--- src/core/hem_defs.vh ---
// register offsets, field positions and reset values of the host error monitor config block
`ifndef HEM_DEFS_VH
`define HEM_DEFS_VH
`define HEM_OFS_RUN_CONTROL 8'h8F
`define HEM_OFS_FIRST_DELAY 8'h90
`define HEM_OFS_SECOND_DELAY 8'h91
`define HEM_OFS_MODE_CONFIG 8'h92
`define HEM_OFS_HIGH_PULSE_MAX 8'h93
`define HEM_OFS_ERROR_COUNTER 8'h97
`define HEM_RESET_VALUE 8'h00
`define HEM_BIT_START 0
`define HEM_BIT_MODE 7
`define HEM_BIT_ENABLE 6
`define HEM_BIT_DRV_CLEAR 5
`define HEM_THRESH_MSB 3
`define HEM_CNT_W 5
`define HEM_CNT_MAX 5'h1F
`endif

--- src/core/hem_cfg_reg.v ---
// one 8-bit configuration register, write-locked while the monitor runs
`timescale 1ns/10ps
`include "hem_defs.vh"
module hem_cfg_reg #(
  parameter [7:0] ADDR = 8'h00,
  parameter [7:0] WMASK = 8'hFF
) (
  input wire clk,
  input wire rst,
  input wire wr_en,
  input wire [7:0] wr_addr,
  input wire [7:0] wr_data,
  input wire locked,
  output reg [7:0] value
);
  // store only when addressed and not locked; locked writes are dropped
  always @(posedge clk) begin
    if (rst) begin
      value <= `HEM_RESET_VALUE;
    end else if (wr_en && (wr_addr == ADDR) && !locked) begin // see R3
      value <= wr_data & WMASK;
    end
  end
endmodule // hem_cfg_reg

--- src/core/hem_monitor_cfg.v ---
// configuration, write lock, error counter and driver-enable gating of the host error monitor
`timescale 1ns/10ps
`include "hem_defs.vh"
// Behaviour
// start bit runs or stops the monitor
// stopped and enabled clears driver enable
// config fields writable only while stopped
// 8-bit first delay interval field
// 8-bit second delay interval field
// bit 7 selects level or PWM
// disabled: driver enable allowed if flags clear
// enabled: start, fail/clear option, reset flag gate
// bit 5 clears driver enable on failure
// error handling when counter exceeds threshold
// counter read-only, cleared when stopped or reset
// 8-bit high-pulse maximum, locked while running
// locked writes ignored, old values kept
// host programs fields before starting
module hem_monitor_cfg (
  input wire clk,
  input wire rst,
  input wire reg_wr,
  input wire reg_rd,
  input wire [7:0] reg_addr,
  input wire [7:0] reg_wdata,
  output reg [7:0] reg_rdata,
  input wire error_event,
  input wire host_reset_event,
  input wire monitor_failure_flag,
  input wire monitor_reset_flag,
  input wire other_flags_pending,
  input wire driver_set_req,
  input wire driver_clr_req,
  output reg driver_enable_bit,
  output reg error_handling_start,
  output wire monitor_start_bit,
  output wire monitor_mode_select,
  output wire [7:0] monitor_first_delay_value,
  output wire [7:0] monitor_second_delay_value,
  output wire [7:0] monitor_high_pulse_max
);
  // ----------------------------------------
  // registers
  // ----------------------------------------
  reg [7:0] run_control;
  wire [7:0] mode_config;
  reg [`HEM_CNT_W-1:0] monitor_error_counter;
  wire monitor_enable_cfg;
  wire monitor_driver_clear_cfg;
  wire [3:0] monitor_error_threshold;
  wire driver_set_ok;
  wire driver_force_clr;
  wire counter_clear;
  wire counter_full;
  wire over_threshold;
  reg [`HEM_CNT_W-1:0] next_error_counter;
  reg next_driver_enable;
  reg next_error_handling;
  reg [7:0] next_reg_rdata;

  // start register is always writable; bits 7:1 are kept as written
  // so a read returns exactly the last byte stored
  always @(posedge clk) begin
    if (rst) begin
      run_control <= `HEM_RESET_VALUE;
    end else if (reg_wr && reg_addr == `HEM_OFS_RUN_CONTROL) begin
      run_control <= reg_wdata;
    end
  end
  assign monitor_start_bit = run_control[`HEM_BIT_START];

  // ----------------------------------------
  // locked configuration registers
  // ----------------------------------------
  // first delay interval length, writes dropped while running
  hem_cfg_reg #(.ADDR(`HEM_OFS_FIRST_DELAY), .WMASK(8'hFF)) u_first_delay (
    .clk(clk),
    .rst(rst),
    .wr_en(reg_wr),
    .wr_addr(reg_addr),
    .wr_data(reg_wdata),
    .locked(monitor_start_bit),
    .value(monitor_first_delay_value)
  );

  // second delay interval length, same lock
  hem_cfg_reg #(.ADDR(`HEM_OFS_SECOND_DELAY), .WMASK(8'hFF)) u_second_delay (
    .clk(clk),
    .rst(rst),
    .wr_en(reg_wr),
    .wr_addr(reg_addr),
    .wr_data(reg_wdata),
    .locked(monitor_start_bit),
    .value(monitor_second_delay_value)
  );

  // mode, enable, driver clear and threshold share one byte
  hem_cfg_reg #(.ADDR(`HEM_OFS_MODE_CONFIG), .WMASK(8'hFF)) u_mode_config (
    .clk(clk),
    .rst(rst),
    .wr_en(reg_wr),
    .wr_addr(reg_addr),
    .wr_data(reg_wdata),
    .locked(monitor_start_bit),
    .value(mode_config)
  );

  // high-pulse maximum, same lock
  hem_cfg_reg #(.ADDR(`HEM_OFS_HIGH_PULSE_MAX), .WMASK(8'hFF)) u_high_max (
    .clk(clk),
    .rst(rst),
    .wr_en(reg_wr),
    .wr_addr(reg_addr),
    .wr_data(reg_wdata),
    .locked(monitor_start_bit),
    .value(monitor_high_pulse_max)
  );

  // ----------------------------------------
  // field decode
  // ----------------------------------------
  // bit 7 mode, bit 6 enable, bit 5 driver clear, bits 3:0 threshold
  assign monitor_mode_select = mode_config[`HEM_BIT_MODE];
  assign monitor_enable_cfg = mode_config[`HEM_BIT_ENABLE];
  assign monitor_driver_clear_cfg = mode_config[`HEM_BIT_DRV_CLEAR];
  assign monitor_error_threshold = mode_config[`HEM_THRESH_MSB:0];

  // ----------------------------------------
  // error counter and threshold
  // ----------------------------------------
  // clear conditions win over a coincident error event
  assign counter_clear = !monitor_start_bit || host_reset_event;
  assign counter_full = (monitor_error_counter == `HEM_CNT_MAX);

  // next counter value: clear, count or hold, saturating at the top
  always @* begin
    next_error_counter = monitor_error_counter;
    if (counter_clear) begin
      next_error_counter = {`HEM_CNT_W{1'b0}};
    end else if (error_event && !counter_full) begin
      next_error_counter = monitor_error_counter + 5'h01;
    end
  end

  // counter register, read-only from the bus
  always @(posedge clk) begin
    if (rst) begin
      monitor_error_counter <= {`HEM_CNT_W{1'b0}};
    end else begin
      monitor_error_counter <= next_error_counter;
    end
  end

  // unsigned compare of the 5-bit count against the zero-extended threshold
  assign over_threshold = (monitor_error_counter > {1'b0, monitor_error_threshold});

  // handling request is a level, only while the monitor runs
  always @* begin
    next_error_handling = 1'b0;
    if (monitor_start_bit && over_threshold) begin
      next_error_handling = 1'b1;
    end
  end

  // registered so the request never glitches on a counter change
  always @(posedge clk) begin
    if (rst) begin
      error_handling_start <= 1'b0;
    end else begin
      error_handling_start <= next_error_handling;
    end
  end

  // ----------------------------------------
  // driver enable gating
  // ----------------------------------------
  // a set request is honoured only under the rule for the current enable setting
  assign driver_set_ok = monitor_enable_cfg ?
    (monitor_start_bit && (!monitor_failure_flag || !monitor_driver_clear_cfg) &&
     !monitor_reset_flag && !other_flags_pending) :
    !other_flags_pending;
  // forced clear while stopped with the monitor enabled, or on failure with driver clear (bit 5) set
  assign driver_force_clr = (monitor_enable_cfg && !monitor_start_bit) ||
    (monitor_driver_clear_cfg && monitor_failure_flag);

  // clears outrank a set request arriving in the same cycle
  always @* begin
    next_driver_enable = driver_enable_bit;
    if (driver_force_clr || driver_clr_req) begin
      next_driver_enable = 1'b0; // see R2
    end else if (driver_set_req && driver_set_ok) begin
      next_driver_enable = 1'b1; // see R7
    end
  end

  // driver enable register
  always @(posedge clk) begin
    if (rst) begin
      driver_enable_bit <= 1'b0;
    end else begin
      driver_enable_bit <= next_driver_enable;
    end
  end

  // ----------------------------------------
  // read back, registered one cycle
  // ----------------------------------------
  // read mux; unmapped offsets read as zero
  always @* begin
    case (reg_addr)
      `HEM_OFS_RUN_CONTROL: next_reg_rdata = run_control;
      `HEM_OFS_FIRST_DELAY: next_reg_rdata = monitor_first_delay_value;
      `HEM_OFS_SECOND_DELAY: next_reg_rdata = monitor_second_delay_value;
      `HEM_OFS_MODE_CONFIG: next_reg_rdata = mode_config;
      `HEM_OFS_HIGH_PULSE_MAX: next_reg_rdata = monitor_high_pulse_max;
      `HEM_OFS_ERROR_COUNTER: next_reg_rdata = {3'h0, monitor_error_counter};
      default: next_reg_rdata = 8'h00;
    endcase
  end

  // capture on a read strobe and hold until the next read
  always @(posedge clk) begin
    if (rst) begin
      reg_rdata <= 8'h00;
    end else if (reg_rd) begin
      reg_rdata <= next_reg_rdata;
    end
  end
endmodule // hem_monitor_cfg

--- config.mk ---
export PLATFORM = sky130hd
export DESIGN_NAME = hem_monitor_cfg
export DESIGN_NICKNAME = d
export VERILOG_FILES = /design/src/core/hem_cfg_reg.v /design/src/core/hem_monitor_cfg.v
export VERILOG_INCLUDE_DIRS = /design/src /design/src/core
export SDC_FILE = /design/constraint.sdc
export NUM_CORES = 1
export LEC_CHECK = 0
export BUFFER_PORTS_ARGS = -buffer_cell sky130_fd_sc_hd__buf_2
export CAP_MARGIN = 15
export CORE_ASPECT_RATIO = 1.25
export CORE_UTILIZATION = 53
export DETAILED_ROUTE_END_ITERATION = 8
export PLACE_DENSITY = 0.76
export SKIP_LAST_GASP = 1
export SLEW_MARGIN = 30
export SYNTH_ARGS = -nofsm -noshare
export SYNTH_HDL_FRONTEND = slang
export SYNTH_SLANG_ARGS = --single-unit
--- constraint.sdc ---
create_clock -name clk -period 2.2 [get_ports clk]
set_input_delay 0.44 -clock clk [delete_from_list [all_inputs] [get_ports clk]]
set_output_delay 0.44 -clock clk [all_outputs]
set_load 0.01 [all_outputs]
[After elaboration in Yosys (flattened, before gate mapping)]
Cells that the tools add are included.
Word-level totals
  bits in registers: 55
  bits of input ports: 27
  word-level logic and storage cells: 50
Operators by class
  $add $sub $neg: 1
  order comparisons: 1
  equality and inequality tests: 7
  multiplexer cells: 3
  reduce and logical (&&, ||, !) cells: 29
Operators with widths (number)
  $eq A8 B8 Y1 const B: 6
  $pmux W8 S6: 1
  $logic_and A1 B1 Y1: 17
  $logic_not A1 Y1: 6
  $add A5 B1 Y5 const B: 1
  $eq A5 B5 Y1 const B: 1
  $gt A5 B4 Y1: 1
  $logic_or A1 B1 Y1: 4
  $reduce_or A2 Y1: 2
  $mux W1: 2

[Depth between registers and ports, before layout]
  depth after elaboration: 7
  mapped depth: 8
  gate-level depth less buffers: 7

[Modules after synthesis]
A second synthesis with hierarchy kept.
Second synthesis, totals
  cells, all modules: 289
  area, all modules: 3080.5 µm²
By module, submodules not included
  hem_monitor_cfg: instances 1, cells each 145, area an instance 1480.2 µm², seq. area each 460.4 µm²
  hem_cfg_reg (u_mode_config ...): instances 2, cells each 36, area an instance 404.1 µm², seq. area each 160.2 µm²
  hem_cfg_reg (u_high_max): instances 1, cells each 36, area an instance 401.6 µm², seq. area each 160.2 µm²
  hem_cfg_reg (u_first_delay): instances 1, cells each 36, area an instance 390.4 µm², seq. area each 160.2 µm²

[Worst setup path after synthesis]
No wires, ideal clock.
  kind: input -> register
  from: input reg_addr[6]
  to: register run_control[0]
  library setup time: 0.128 ns
  arrival time: 1.520 ns
  path slack: 0.552 ns
  stages: 4
  buffers on the path: 0
  path through: or3b_4 -> nor3_4 -> mux2i_1 -> nor2_1
On the way
  longest elaborated chain between the ends: 2
Ends and longest elaborated chain
  start, declared: line hem_monitor_cfg.v:24  | input wire [7:0] reg_addr,
  $eq A8 B8 Y1
  $logic_and A1 B1 Y1 (no line)
  end signal, assigned: line hem_monitor_cfg.v:65  | run_control <= `HEM_RESET_VALUE;
  end signal, assigned: line hem_monitor_cfg.v:67  | run_control <= reg_wdata;
  end, declared: line hem_monitor_cfg.v:45  | reg [7:0] run_control;
No other way between the ends.
A chain may end at the register's enable or synchronous reset.

[Final worst setup path]
  from: register monitor_error_counter[0]
  to: register monitor_error_counter[3]
On the way
  longest elaborated chain between the ends: 3
  elaborated cells between the ends (all ways): 4
Ends and longest elaborated chain
  start, declared: line hem_monitor_cfg.v:47  | reg [`HEM_CNT_W-1:0] monitor_error_counter;
  start signal, assigned: line hem_monitor_cfg.v:148  | monitor_error_counter <= {`HEM_CNT_W{1'b0}};
  start signal, assigned: line hem_monitor_cfg.v:150  | monitor_error_counter <= next_error_counter;
  parallel branches: the longest is 3 deep, another holds $add A5 B1 Y5
Several ways; the timed one is not identified.

==> run summary <==
Status: completed
Vias per inst: 5.74
Startpoint types: register
Number of flops mapped to enable cells by yosys: 0
Crit path max-delay family: simple AND/OR/NAND/NOR gates
Prevailing post-synth register cell: dfxtp_1
CTS-repair resized insts: 0
Period utilization: 82.2%
Flop2flop setup slack: 390 ps
Hold Vio Cnt, Final: 0
GRT Util Overall: 25.7%
Drc violations: 0
Reg clk slew, reported paths: 90 ps
Slowest cell delay on critical path: 380 ps
Mapped Cells: 261
Most frequent cell after synthesis: dfxtp_1
IO buf count: 62
Yosys reg bits: 55
Startpoint of the worst hold path: driver_set_req
Total grt overflow: 0
FF/Latch Area: 1100 µm²
Post-synthesis mux area share: 19.6%
Skew-Pair Late Insertion Delay: 310 ps
CTS Buf Count: 5
Maximum buffer depth of the clock tree: 2
TritonCTS clock tree: done
IO Count: 63
Initial DRC Count: 190
Rows: 27
CP Cell Sequence: ha_1 -> and3_1 -> ha_1 -> nor2b_1 -> nand4_1 -> xor2_1 -> nor2_1
Syn Nets: 294
Area of the multi-input gates: 1360 µm²
Max-slew violations: 0
Synthesized area: 2550 µm²
Slowest cell on the critical path: dfxtp_1
Dpl hpwl: 4640 µm
CTS H-tree depth: 2
Initial DRT Pass Iterations: 5
GR Layer Usage met1: 30.2%
Via Count: 2,197
Ranking of synthesized cells by area: dfxtp_1 (43%), mux2i_1 (20%), nor2_1 (7.4%)
WS Path Type: reg -> reg
Critical Path RT: 2410 ps
Root Buffer: clkbuf_8
Gpl congestion: 0.872
R2r worst-path depth: 7
Hold EP: driver_enable_bit
Endpoints failing setup: 0
Avg Inst Size Synth: 9.78 µm²
GR Util met3: 5.00%
Grt met2 use: 43.6%
Synth warn: 0
Min cycle time layout: 1810 ps
Routed WL per cell: 16.3 µm
TNS Setup: 0 ps
Post-Synth Adder-Cell Area: 2.94%
Top cells by count, synth: dfxtp_1 (55), mux2i_1 (50), nor2_1 (50)
Initial Utilization: 56.4%
Diode count: 0
HP Class: in -> reg
Clock Skew: 8.64 ps
WP data arrival: 2020 ps
Maxcap violations: 0
Die Y: 79.6 µm
First-pass GRT wire length: 9820 µm
ANT nets after route: 0
RSZ-0062 raised after global routing: false
Seq/Total Area, Yosys: 43.1%
Synth area leader: dfxtp_1
Busiest layer in global routing: met2
Die X: 64.1 µm
FFs w/ async S/R, synth: 0%
Placed cell area: 2930 µm²
CTS Sinks: 55
Peak Freq: 0.553 GHz
Fin util: 67.0%
Power Density: 569 nW/µm²
Worst vdd ir: 0.000422 V
Simple-gate portion of the synthesized area: 16.3%
Final #Nets: 357
Crit. End Element: register
Reg2reg start: monitor_error_counter[0]
Core area: 4530 µm²
Layout area overhead: 18.8%
Drt total wl: 6230 µm
Worst hold slack: 371 ps
Worst reg2reg endpoint: monitor_error_counter[3]
Postcts setup bufs: 0
Slew headroom: 59.2%
Netlist cell types: 33
Design area: 3030 µm²
Hold depth: 3
Initial antenna violation count: 0
Vias in the first global route: 2,046
Hold-fix buffers, CTS: 0
Post-synthesis compound-gate area fraction: 13.5%
Fraction of layout cells with a size suffix above 1: 26.2%
Cell mode on critical path: ha_1
Area share of the largest cell type after synthesis: 43.1%
DIE AREA: 5100 µm²
Leak: 1.45 nW
Post-synthesis xor/xnor area fraction: 1.03%
Largest net degree at the start of global routing: 34
Least-Margin Pin Slew: 609 ps
Crit Path Max Fanout: 5
CP bufs+invs: 0
Filler cells: 401
Main combinational cell family by area after synthesis: multiplexers
==> sequential cells by signal (all words and copies together) (netlist names) <==
register and count:
reg_rdata 8, u_first_delay.value 8, monitor_error_counter 5, run_control 8, u_high_max.value 8, u_mode_config.value 8
error_handling_start 1, driver_enable_bit 1, u_second_delay.value 8
==> worst reg2reg max path, cell delays in order (launching register included) <==
cell     delay (ps)
dfxtp_1         380
ha_1            240
and3_1          180
ha_1            170
nor2b_1         360
nand4_1         160
xor2_1          160
nor2_1           50
==> kinds of logic (layout without fill, tap and decap cells) <==
logic type | count (synthesis) | count (layout)
flip-flops | 55 | 55
multiplexers | 50 | 50
adder cells (fa/ha/maj) | 6 | 6
XOR/XNOR | 3 | 3
buffers and inverters | 21 | 85
AND/OR/NAND/NOR | 80 | 80
AO/OA/AOI/OAI | 46 | 46
==> placed cells by master (no fill, tap or decap) <==
cell type / netlist / routed
buf_2: 2 / 62
dfxtp_1: 55 / 55
mux2i_1: 50 / 50
nor2_1: 50 / 50
o21ai_0: 11 / 11
nor2b_1: 8 / 8
o2bb2ai_1: 8 / 8
a22oi_1: 8 / 8
buf_4: 2 / 8
inv_1: 7 / 7
clkbuf_8: 0 / 7
nand2_1: 6 / 6
ha_1: 6 / 6
a22o_1: 5 / 5
a32oi_1: 5 / 5
nand4_1: 4 / 4
a32o_1: 3 / 3
nand4_2: 3 / 3
nor3b_2: 2 / 2
xor2_1: 2 / 2
a21oi_1: 2 / 2
and3_1: 1 / 1
or3b_4: 1 / 1
and4bb_2: 1 / 1
nand3b_1: 1 / 1
xnor2_1: 1 / 1
o21a_1: 1 / 1
and2_1: 1 / 1
nand4b_1: 1 / 1
nor3_4: 1 / 1
o211a_1: 1 / 1
a211oi_1: 1 / 1
a31oi_1: 1 / 1
clkbuf_1: 10 / 1
==> per-stage QoR <==
stage,power [W],setup slack [ps],instances
2_1_floorplan,0.00108,552,261
3_3_place_gp,0.00113,298,375
3_5_place_dp,0.00114,267,375
4_1_cts,0.00173,392,383
5_1_grt,0.00178,273,383
6_report,0.00173,391,383
==> routing by layer <==
layer,up-vias,part of all wire (%),wire length (µm)
met5,-,0,0
met3,17,5.0,309
met4,0,3.8,235
met2,77,49,3060
met1,1037,42,2620
li1,1066,-,-
==> final cells by class <==
cell class | count | share of cell area (%)
tap | 58 | 2.39
sequential | 55 | 36.3
timing repair buffer | 70 | 12.2
multi-input combinational | 185 | 44.9
clock buffer | 8 | 3.30
inverter | 7 | 0.866
==> worst max-delay path by stage <==
stage	startpoint	endpoint	slack, ps	depth (start not counted)
5_1_grt	monitor_error_counter[0]	monitor_error_counter[3]	270	7
2_1_floorplan	reg_addr[6]	run_control[0]	550	4
3_5_place_dp	reg_addr[6]	run_control[0]	270	5
3_3_place_gp	reg_addr[6]	run_control[3]	300	5
6_report	monitor_error_counter[0]	monitor_error_counter[3]	390	7
4_1_cts	monitor_error_counter[0]	monitor_error_counter[3]	390	7
==> power by group <==
part | switching (W) | internal [W] | total (W) | leakage [nW]
logic | 0.0000755 | 0.0000420 | 0.000118 | 0.958
registers | 0.000000976 | 0.000996 | 0.000997 | 0.443
clock network | 0.000324 | 0.000288 | 0.000612 | 0.0515
Power figures use the tool's default switching activity.
